<file path="src/verilog/wgsf_regs.svh">
`ifndef WGSF_REGS_SVH
`define WGSF_REGS_SVH
// ************************************************************
// Register byte offsets
// ************************************************************
`define WGSF_OFF_DECODER_CONTROL_REG   12'h000
`define WGSF_OFF_CFG      12'h004
`define WGSF_OFF_MASK     12'h008
`define WGSF_OFF_IDX_TGT  12'h00c
`define WGSF_OFF_IDX_MSK  12'h010
`define WGSF_OFF_GRY_TGT  12'h014
`define WGSF_OFF_GRY_MSK  12'h018
`define WGSF_OFF_STATUS   12'h01c
`define WGSF_OFF_CLEAR    12'h020
// ************************************************************
// Field positions
// ************************************************************
`define WGSF_DEC_WR_DIS   0
`define WGSF_CFG_WG_NEG   0
`define WGSF_CFG_QWG_NEG  1
`define WGSF_CFG_SERVO_SECTOR_EN  2
`define WGSF_CFG_SHK_ANA  3
`define WGSF_CFG_SHK_NEG  4
`define WGSF_CFG_DF_OUT   5
`define WGSF_CFG_HDRLESS  6
`define WGSF_CFG_XOR_DIS  7
`define WGSF_CFG_AE_NEG   8
`define WGSF_CFG_BLANK_LO 12
`define WGSF_MSK_DEC      0
`define WGSF_MSK_POS      1
`define WGSF_MSK_BSQ      2
`define WGSF_MSK_STM      3
`define WGSF_MSK_SHK      4
`define WGSF_MSK_AEW      5
`define WGSF_MSK_AER      6
`define WGSF_MSK_DF_LO    8
`define WGSF_ST_SHK       0
`define WGSF_ST_AEW       1
`define WGSF_ST_AER       2
`define WGSF_ST_STM       3
`define WGSF_ST_QWG       4
`define WGSF_ST_DF        5
`define WGSF_ST_SHK_RAW   6
// ************************************************************
// Reset values
// ************************************************************
`define WGSF_RST_DECODER_CONTROL_REG   32'h0000_0001
`define WGSF_RST_CFG      32'h0000_0020
`define WGSF_RST_MASK     32'h0000_0000
`define WGSF_RST_WORD     32'h0000_0000
`endif

</file>
<file path="src/verilog/wgsf_pkg.sv">
package wgsf_pkg;
	typedef logic [31:0] wgsf_word_t;
	typedef logic [11:0] wgsf_addr_t;
	typedef logic [6:0]  wgsf_cause_t;
	typedef enum logic [1:0] {
		WGSF_IDLE   = 2'b00,
		WGSF_ACCESS = 2'b01
	} wgsf_apb_state_t;
endpackage : wgsf_pkg

</file>
<file path="src/verilog/wgsf_reg_if.sv">
interface wgsf_reg_if;
	import wgsf_pkg::*;
	logic        wr;
	logic        rd;
	wgsf_addr_t  addr;
	wgsf_word_t  wdata;
	wgsf_word_t  rdata;
	logic        hit;
	modport bus (output wr, output rd, output addr, output wdata, input rdata, input hit);
	modport regs (input wr, input rd, input addr, input wdata, output rdata, output hit);
endinterface : wgsf_reg_if

</file>
<file path="src/verilog/wgsf_top.sv">
`include "wgsf_regs.svh"
// What this block does
// - Write gate input and qualified output polarities are each configurable.
// - Decoder control write disable bit blocks the qualified gate.
// - Masked index and coarse position must equal their targets to pass.
// - Burst sequencer write disable blocks the qualified gate.
// - Missing timing mark latch blocks the qualified gate.
// - Latched shock event blocks the qualified gate.
// - Arm write or read fault latch blocks the qualified gate.
// - Per-safety mask bits remove a condition from qualification.
// - Optional servo sector gating suppresses writes in servo sectors.
// - Shock input digital or analog; digital level programmable.
// - Shock events latched; raw shock goes to interrupt logic.
// - Fault pin outputs fault, or is input ORed into select A.
// - Drive fault when a safety blocks the gate or read fault latched.
// - Each drive fault cause can be masked individually.
// - Headerless mode faults on missing timing mark during reads too.
// - Arm error is returned gate as is; XOR mismatch means error.
// - XOR disabled: polarity-adjusted arm error input is the error.
// - Nonzero blank count ignores errors for that many clocks after edges.
// - Error while gate active sets arm write fault latch.
// - Error while gate inactive sets arm read fault latch.
// - Timing mark latch set and cleared by sequencer; clear wins.
// - All logic runs on the decode clock.
module wgsf_top #(
	parameter int BLANK_W = 4,
	parameter int POS_W   = 16
) (
	input  wire logic             MCLK,
	input  wire logic             SRST,
	input  wire logic             CE,
	input  wire logic             PSEL,
	input  wire logic             PENABLE,
	input  wire logic             PWRITE,
	input  wire logic [11:0]      PADDR,
	input  wire logic [31:0]      PWDATA,
	output logic                  PREADY,
	output logic [31:0]           PRDATA,
	output logic                  PSLVERR,
	input  wire logic             WRITE_GATE,
	input  wire logic             SHOCK_SENSE_INPUT,
	input  wire logic             SHOCK_ANALOG_CMP,
	input  wire logic             ARM_ERROR_INPUT,
	input  wire logic             SERVO_SECTOR,
	input  wire logic             BSQ_WRITE_DISABLE,
	input  wire logic             BSQ_SET_MISSING_MARK,
	input  wire logic             BSQ_CLR_MISSING_MARK,
	input  wire logic             BSQ_SELECT_A,
	input  wire logic [POS_W-1:0] HEADER_SHIFT,
	input  wire logic [POS_W-1:0] COARSE_POSITION_SHIFT,
	output logic                  QUALIFIED_WRITE_GATE,
	output logic                  SHOCK_RAW,
	output logic                  SELECT_A_OUTPUT,
	input  wire logic             DRIVE_FAULT_PIN_IN,
	output logic                  DRIVE_FAULT_PIN_OUT,
	output logic                  DRIVE_FAULT_PIN_OE_N
);
	import wgsf_pkg::*;

	// ************************************************************
	// Registers
	// ************************************************************
	wgsf_reg_if rif ();
	wgsf_word_t decoder_control_reg;
	wgsf_word_t fault_config_reg;
	wgsf_word_t safety_mask_reg;
	logic [POS_W-1:0] idx_target;
	logic [POS_W-1:0] idx_mask;
	logic [POS_W-1:0] pos_target;
	logic [POS_W-1:0] pos_mask;
	logic             shock_latch;
	logic             arm_write_fault_latch;
	logic             arm_read_fault_latch;
	logic             missing_mark_latch;
	logic             drive_fault;
	logic [BLANK_W-1:0] blank_cnt;
	logic             qwg_active;

	wgsf_apb u_apb (
		.clk     (MCLK),
		.rst     (SRST),
		.ce      (CE),
		.psel    (PSEL),
		.penable (PENABLE),
		.pwrite  (PWRITE),
		.paddr   (PADDR),
		.pwdata  (PWDATA),
		.pready  (PREADY),
		.prdata  (PRDATA),
		.pslverr (PSLVERR),
		.rif     (rif.bus)
	);

	// ************************************************************
	// Helpers
	// ************************************************************
	function automatic logic masked_eq(input logic [POS_W-1:0] v,
		input logic [POS_W-1:0] t, input logic [POS_W-1:0] m);
		masked_eq = ((v ^ t) & m) == '0;
	endfunction : masked_eq

	function automatic logic wr_hit(input logic [11:0] off);
		wr_hit = rif.wr && (rif.addr == off);
	endfunction : wr_hit

	// ************************************************************
	// Input synchronisers
	// ************************************************************
	logic [2:0] sync_q;
	wgsf_sync #(.W(3)) u_sync (
		.clk (MCLK),
		.rst (SRST),
		.ce  (CE),
		.d   ({ARM_ERROR_INPUT, SHOCK_SENSE_INPUT, WRITE_GATE}),
		.q   (sync_q)
	);

	// ************************************************************
	// Configuration decode
	// ************************************************************
	wire cfg_wg_neg   = fault_config_reg[`WGSF_CFG_WG_NEG];
	wire cfg_qwg_neg  = fault_config_reg[`WGSF_CFG_QWG_NEG];
	wire cfg_servo_sector_en  = fault_config_reg[`WGSF_CFG_SERVO_SECTOR_EN];
	wire cfg_shk_ana  = fault_config_reg[`WGSF_CFG_SHK_ANA];
	wire cfg_shk_neg  = fault_config_reg[`WGSF_CFG_SHK_NEG];
	wire cfg_df_out   = fault_config_reg[`WGSF_CFG_DF_OUT];
	wire cfg_hdrless  = fault_config_reg[`WGSF_CFG_HDRLESS];
	wire cfg_xor_dis  = fault_config_reg[`WGSF_CFG_XOR_DIS];
	wire cfg_ae_neg   = fault_config_reg[`WGSF_CFG_AE_NEG];
	wire [BLANK_W-1:0] cfg_blank = fault_config_reg[`WGSF_CFG_BLANK_LO +: BLANK_W];
	wire [6:0] msk_q  = safety_mask_reg[6:0];
	wire [6:0] msk_df = safety_mask_reg[`WGSF_MSK_DF_LO +: 7];

	// ************************************************************
	// Shock path
	// ************************************************************
	wire shock_now = cfg_shk_ana ? SHOCK_ANALOG_CMP : (sync_q[1] ^ cfg_shk_neg);
	assign SHOCK_RAW = shock_now;

	// ************************************************************
	// Write gate qualification
	// ************************************************************
	wire wg_req = sync_q[0] ^ cfg_wg_neg;
	wire pos_ok = masked_eq(HEADER_SHIFT, idx_target, idx_mask)
		& masked_eq(COARSE_POSITION_SHIFT, pos_target, pos_mask);
	wire [6:0] block_cause;
	assign block_cause[`WGSF_MSK_DEC] = decoder_control_reg[`WGSF_DEC_WR_DIS];
	assign block_cause[`WGSF_MSK_POS] = ~pos_ok;
	assign block_cause[`WGSF_MSK_BSQ] = BSQ_WRITE_DISABLE;
	assign block_cause[`WGSF_MSK_STM] = missing_mark_latch;
	assign block_cause[`WGSF_MSK_SHK] = shock_latch;
	assign block_cause[`WGSF_MSK_AEW] = arm_write_fault_latch;
	assign block_cause[`WGSF_MSK_AER] = arm_read_fault_latch;
	wire [6:0] live_block = block_cause & ~msk_q;
	wire servo_sector_block = cfg_servo_sector_en & SERVO_SECTOR;
	wire next_qwg = wg_req & ~(|live_block) & ~servo_sector_block;

	// ************************************************************
	// Arm electronics error detection
	// ************************************************************
	wire qwg_pin  = qwg_active ^ cfg_qwg_neg;
	wire qwg_edge = (next_qwg != qwg_active);
	wire ae_in    = sync_q[2] ^ cfg_ae_neg;
	// Healthy electronics echo the gate pin; an inverted echo is a fault
	wire ae_err   = cfg_xor_dis ? ae_in : (ae_in ^ qwg_pin);
	wire blanked  = (blank_cnt != '0);
	wire ae_hit   = ae_err & ~blanked;

	// ************************************************************
	// Drive fault
	// ************************************************************
	wire [6:0] df_cause = block_cause & ~msk_df;
	wire [6:0] df_block = live_block & ~msk_df;
	// A safety counts only where it really blocks a requested write
	wire df_write = (|df_block[5:0]) & wg_req;
	wire df_stm   = df_cause[`WGSF_MSK_STM] & cfg_hdrless;
	wire df_read  = df_cause[`WGSF_MSK_AER];
	wire next_df  = df_write | df_stm | df_read;

	assign QUALIFIED_WRITE_GATE = qwg_pin;
	assign DRIVE_FAULT_PIN_OUT  = drive_fault;
	assign DRIVE_FAULT_PIN_OE_N = ~cfg_df_out;
	assign SELECT_A_OUTPUT = BSQ_SELECT_A | (~cfg_df_out & DRIVE_FAULT_PIN_IN);

	wire clr_wr  = wr_hit(`WGSF_OFF_CLEAR);
	wire [3:0] clr_bits = clr_wr ? rif.wdata[3:0] : 4'h0;

	// ************************************************************
	// Gate and fault state
	// ************************************************************
	always_ff @(posedge MCLK) begin
		if (SRST) begin
			qwg_active  <= 1'b0;
			drive_fault <= 1'b0;
		end else if (CE) begin
			qwg_active  <= next_qwg;
			drive_fault <= next_df;
		end
	end

	// Reloads with the gate change itself, so the synchroniser lag is covered
	always_ff @(posedge MCLK) begin
		if (SRST)
			blank_cnt <= '0;
		else if (CE) begin
			if (qwg_edge)
				blank_cnt <= cfg_blank;
			else if (blanked)
				blank_cnt <= blank_cnt - 1'b1;
		end
	end

	// ************************************************************
	// Fault latches: a set wins over a firmware clear in one cycle
	// ************************************************************
	always_ff @(posedge MCLK) begin
		if (SRST)
			shock_latch <= 1'b0;
		else if (CE)
			shock_latch <= shock_now | (shock_latch & ~clr_bits[`WGSF_ST_SHK]);
	end

	always_ff @(posedge MCLK) begin
		if (SRST)
			arm_write_fault_latch <= 1'b0;
		else if (CE)
			arm_write_fault_latch <= (ae_hit & qwg_active)
				| (arm_write_fault_latch & ~clr_bits[`WGSF_ST_AEW]);
	end

	always_ff @(posedge MCLK) begin
		if (SRST)
			arm_read_fault_latch <= 1'b0;
		else if (CE)
			arm_read_fault_latch <= (ae_hit & ~qwg_active)
				| (arm_read_fault_latch & ~clr_bits[`WGSF_ST_AER]);
	end

	// ************************************************************
	// Missing timing mark latch: sequencer clear, then set, then firmware
	// ************************************************************
	always_ff @(posedge MCLK) begin
		if (SRST)
			missing_mark_latch <= 1'b0;
		else if (CE) begin
			if (BSQ_CLR_MISSING_MARK)
				missing_mark_latch <= 1'b0;
			else if (BSQ_SET_MISSING_MARK | clr_bits[`WGSF_ST_STM])
				missing_mark_latch <= BSQ_SET_MISSING_MARK;
		end
	end

	// ************************************************************
	// Register writes
	// ************************************************************
	wire wr_decoder_control_reg  = wr_hit(`WGSF_OFF_DECODER_CONTROL_REG);
	wire wr_cfg     = wr_hit(`WGSF_OFF_CFG);
	wire wr_mask    = wr_hit(`WGSF_OFF_MASK);
	wire wr_idx_tgt = wr_hit(`WGSF_OFF_IDX_TGT);
	wire wr_idx_msk = wr_hit(`WGSF_OFF_IDX_MSK);
	wire wr_gry_tgt = wr_hit(`WGSF_OFF_GRY_TGT);
	wire wr_gry_msk = wr_hit(`WGSF_OFF_GRY_MSK);
	wire [POS_W-1:0] wr_pos = rif.wdata[POS_W-1:0];

	always_ff @(posedge MCLK) begin
		if (SRST)
			decoder_control_reg <= `WGSF_RST_DECODER_CONTROL_REG;
		else if (CE & wr_decoder_control_reg)
			decoder_control_reg <= rif.wdata;
	end

	always_ff @(posedge MCLK) begin
		if (SRST)
			fault_config_reg <= `WGSF_RST_CFG;
		else if (CE & wr_cfg)
			fault_config_reg <= rif.wdata;
	end

	always_ff @(posedge MCLK) begin
		if (SRST)
			safety_mask_reg <= `WGSF_RST_MASK;
		else if (CE & wr_mask)
			safety_mask_reg <= rif.wdata;
	end

	always_ff @(posedge MCLK) begin
		if (SRST)
			idx_target <= '0;
		else if (CE & wr_idx_tgt)
			idx_target <= wr_pos;
	end

	always_ff @(posedge MCLK) begin
		if (SRST)
			idx_mask <= '0;
		else if (CE & wr_idx_msk)
			idx_mask <= wr_pos;
	end

	always_ff @(posedge MCLK) begin
		if (SRST)
			pos_target <= '0;
		else if (CE & wr_gry_tgt)
			pos_target <= wr_pos;
	end

	always_ff @(posedge MCLK) begin
		if (SRST)
			pos_mask <= '0;
		else if (CE & wr_gry_msk)
			pos_mask <= wr_pos;
	end

	// ************************************************************
	// Read decode
	// ************************************************************
	wire [31:0] status_word = {
		25'h0,
		shock_now,
		drive_fault,
		qwg_active,
		missing_mark_latch,
		arm_read_fault_latch,
		arm_write_fault_latch,
		shock_latch
	};
	wire [31:0] pos_pad_it = {{(32-POS_W){1'b0}}, idx_target};
	wire [31:0] pos_pad_im = {{(32-POS_W){1'b0}}, idx_mask};
	wire [31:0] pos_pad_gt = {{(32-POS_W){1'b0}}, pos_target};
	wire [31:0] pos_pad_gm = {{(32-POS_W){1'b0}}, pos_mask};
	always_comb begin
		rif.hit   = 1'b1;
		rif.rdata = 32'h0000_0000;
		case (rif.addr)
			`WGSF_OFF_DECODER_CONTROL_REG:  rif.rdata = decoder_control_reg;
			`WGSF_OFF_CFG:     rif.rdata = fault_config_reg;
			`WGSF_OFF_MASK:    rif.rdata = safety_mask_reg;
			`WGSF_OFF_IDX_TGT: rif.rdata = pos_pad_it;
			`WGSF_OFF_IDX_MSK: rif.rdata = pos_pad_im;
			`WGSF_OFF_GRY_TGT: rif.rdata = pos_pad_gt;
			`WGSF_OFF_GRY_MSK: rif.rdata = pos_pad_gm;
			`WGSF_OFF_STATUS:  rif.rdata = status_word;
			`WGSF_OFF_CLEAR:   rif.rdata = 32'h0000_0000;
			default:           rif.hit   = 1'b0;
		endcase
	end
endmodule : wgsf_top

</file>
<file path="src/verilog/wgsf_apb.sv">
module wgsf_apb (
	input  wire logic        clk,
	input  wire logic        rst,
	input  wire logic        ce,
	input  wire logic        psel,
	input  wire logic        penable,
	input  wire logic        pwrite,
	input  wire logic [11:0] paddr,
	input  wire logic [31:0] pwdata,
	output logic             pready,
	output logic [31:0]      prdata,
	output logic             pslverr,
	wgsf_reg_if.bus          rif
);
	import wgsf_pkg::*;
	wgsf_apb_state_t state;
	wire take;
	// ************************************************************
	// Zero-wait slave: access phase completes in its first cycle
	// ************************************************************
	// An access phase that did not follow its own setup cycle is ignored
	assign take       = psel & penable & ce & (state == WGSF_ACCESS);
	assign pready     = psel & penable;
	assign rif.wr     = take & pwrite & rif.hit;
	assign rif.rd     = take & ~pwrite;
	assign rif.addr   = paddr;
	assign rif.wdata  = pwdata;
	assign prdata     = (psel & penable & ~pwrite & rif.hit) ? rif.rdata : 32'h0000_0000;
	assign pslverr    = psel & penable & ~rif.hit;
	always_ff @(posedge clk) begin
		if (rst)
			state <= WGSF_IDLE;
		else if (ce)
			state <= (psel & ~penable) ? WGSF_ACCESS : WGSF_IDLE;
	end
endmodule : wgsf_apb

</file>
<file path="src/verilog/wgsf_sync.sv">
module wgsf_sync #(
	parameter int W = 3
) (
	input  wire logic         clk,
	input  wire logic         rst,
	input  wire logic         ce,
	input  wire logic [W-1:0] d,
	output logic [W-1:0]      q
);
	logic [W-1:0] meta;
	// First stage feeds only the second
	always_ff @(posedge clk) begin
		if (rst) begin
			meta <= '0;
			q    <= '0;
		end else if (ce) begin
			meta <= d;
			q    <= meta;
		end
	end
endmodule : wgsf_sync

</file>
<file path="config.mk">
export PLATFORM = sky130hd
export DESIGN_NAME = wgsf_top
export DESIGN_NICKNAME = d
export VERILOG_FILES = /design/src/verilog/wgsf_pkg.sv /design/src/verilog/wgsf_reg_if.sv /design/src/verilog/wgsf_top.sv /design/src/verilog/wgsf_apb.sv /design/src/verilog/wgsf_sync.sv
export VERILOG_INCLUDE_DIRS = /design/src /design/src/verilog
export SDC_FILE = /design/constraint.sdc
export NUM_CORES = 1
export LEC_CHECK = 0
export BUFFER_PORTS_ARGS = -buffer_cell sky130_fd_sc_hd__buf_2
export CAP_MARGIN = 20
export CORE_ASPECT_RATIO = 0.75
export CORE_UTILIZATION = 35
export CTS_CLUSTER_SIZE = 24
export DETAILED_ROUTE_END_ITERATION = 12
export GPL_ROUTABILITY_DRIVEN = 0
export PLACE_DENSITY_LB_ADDON = 0.1
export SYNTH_ARGS = -nofsm -noshare
export SYNTH_HDL_FRONTEND = slang
export SYNTH_HIERARCHICAL = 1
export SYNTH_SLANG_ARGS = --single-unit
</file>
<file path="constraint.sdc">
create_clock -name MCLK -period 2.85 [get_ports MCLK]
set_input_delay 0.4275 -clock MCLK [delete_from_list [all_inputs] [get_ports MCLK]]
set_output_delay 0.4275 -clock MCLK [all_outputs]
set_load 0.03 [all_outputs]
</file>
==> key figures <==
Outcome
  • Status: complete, no violations

Finish
  • Filler instances: 2463
  • Non-Filler Instances: 1535
  • Syn-to-layout area delta: 19.24%
  • Final instance area: 0.01036 sq mm
  • Total Nets Final: 1284
  • Fraction of layout cells with a size suffix above 1: 20.45%
  • Most frequent cells in the layout: 300 x nand2_1, 177 x dfxtp_1, 147 x a21oi_1
  • Most common cell after layout, fill and taps aside: nand2_1

Timing
  • Final setup vio count: 0
  • Unrepaired setup endpoints after global routing: yes
  • Final period util: 98.08%
  • Setup TNS: 0 ns
  • Worst relative slew slack: 60.05%
  • Slew Viols, Final: 0
  • Slew @ Worst Pin: 0.5953 ns
  • Layout Skew: 0.01648 ns
  • Max Fclk: 357.8 MHz
  • Hold Fails Final Rpt: 0
  • Minimum clock period: 2.795 ns

Clock network
  • Worst-Skew Late Latency: 0.45 ns
  • Clk slew on worst S/H paths: 0.08 ns
  • CTS H-tree lvls: 4
  • Clock Tree Root: clkbuf_16
  • Clock buffer depth: 2
  • Hold Buf Count CTS: 0
  • Clock sinks: 177
  • CTS tree: done
  • Cts bufs inserted: 17

Pwr
  • PD cells: 530.9 mW/mm^2
  • IR drop worst, VDD: 0.3782 mV
  • Sw frac: 26.62%
  • Flop pwr share: 46.1%
  • Clock network fraction of design power: 45.5%
  • Pint: 4.035 mW
  • Switch Pwr: 1.464 mW
  • Pleak: 3.990 nW
  • Comb power frac: 8.4%
  • Overall Power: 5.499 mW

Logic synthesis
  • Yosys warns: 6
  • Cell area after synthesis: 0.008686 sq mm
  • Gate Count Post-Synth: 1103
  • Syn nets: 1197
  • Average cell area after synthesis: 7.875 sq um

Setup path
  • Flop2flop setup slack: 0.38 ns
  • Worst reg2reg path startpoint: idx_target[4]
  • Crit Reg-Reg Endpoint: blank_cnt[1]
  • Data required time of the worst path: 2.42 ns
  • Worst setup path start: PADDR[10]
  • Crit Path Max Fanout: 7
  • CP Capture Type: output port
  • FF-to-FF path depth: 8
  • Crit path DAT: 2.37 ns
  • Critical Path Sink: PRDATA[8]
  • Crit path kind: in2out
  • Setup crit start kind: input port

Floorplan
  • Starting Density: 35.96%
  • Cell row count: 49
  • Die height: 138.4 um
  • DIE AREA: 0.02546 sq mm
  • Die width: 183.9 um
  • I/O pins: 131
  • Core area: 0.02416 sq mm

Placement
  • Placed Cells: 1500
  • Post-placement cell area: 0.009654 sq mm
  • Placed wire-length estimate: 21.58 mm
  • IO buf count: 130

Route
  • Drt first pass iters: 7
  • DRT iter0 DRCs: 854
  • Wire per inst: 20.18 um
  • DRC Markers: 0
  • Vias post-DR: 8111
  • Drt via density: 5.284
  • ANT nets after route: 0
  • WL final: 30.97 mm

Min path
  • Hold crit path type: in2reg

Run
  • Number of max-cap violations: 0

Global routing
  • Largest net degree at the start of global routing: 61
  • Vias in the first global route: 7673
  • Initial antenna violation count: 1
  • Congestion Overflow GR: 0
  • Aggregate global-route resource usage: 24.98%
  • Global-route wire length before repair: 47.69 mm
[worst max-delay path, stage by stage]
cell and delay (ns):
buf_2 0.11, nor4_4 0.29, nand2_2 0.14, or3_4 0.45, nor2_4 0.19, buf_12 0.16, a222oi_1 0.10, nand3_1 0.15
and2_1 0.16, buf_2 0.19
[repair_timing]
item	4_1_cts	5_1_grt
setup endpoints to repair	4	29
pin swaps	0	8
gates resized for setup	1	20
setup buffers	0	2
[cell type report]
type                       instances  area, sq um  area share (%)
inverter                          24        90.09          0.8698
clock inverter                    15        191.4           1.848
timing repair buffer             190         1361           13.14
antenna                            1        2.502         0.02416
sequential                       177         3543           34.21
clock buffer                      17        425.4           4.107
tap                              331        414.1           3.999
multi-input combinational        780         4329           41.80
[how the worst min path moves through the flow]
stage,startpoint,cells past startpoint,endpoint
after floorplan,fault_config_reg[16],2,fault_config_reg[16]
after global placement,fault_config_reg[27],2,fault_config_reg[27]
after detailed placement,fault_config_reg[29],2,fault_config_reg[29]
after CTS,SHOCK_SENSE_INPUT,3,u_sync/meta[1]
after global routing,PWDATA[23],3,decoder_control_reg[23]
final,SHOCK_SENSE_INPUT,3,u_sync/meta[1]
[per-stage QoR]
step | hold WS [ns] | worst slack [ns] | utilization (%)
finish | 0.2235 | 0.05478 | 42.88
detailed placement | 0.4457 | -0.03548 | 39.97
global route | 0.2239 | -0.02454 | 42.87
global placement | 0.4399 | -0.02910 | 39.97
CTS | 0.2101 | 0.03494 | 42.56
floorplan | 0.4312 | 0.1016 | -
[power by group through the flow]
stage | registers [mW] | logic [mW] | clock network, mW
2_1_floorplan | 2.58 | 0.341 | 0
3_3_place_gp | 2.59 | 0.459 | 0
3_5_place_dp | 2.59 | 0.457 | 0
4_1_cts | 2.53 | 0.461 | 2.55
5_1_grt | 2.54 | 0.518 | 2.66
6_report | 2.54 | 0.463 | 2.50
[metal layers]
layer / GRT usage (%) / part of all wire [%]
met1: 37.59 / 49
met2: 36.04 / 42
met5: 0 / 0
met3: 4.768 / 7.2
met4: 6.316 / 1.3
Power figures use the tool's default switching activity.
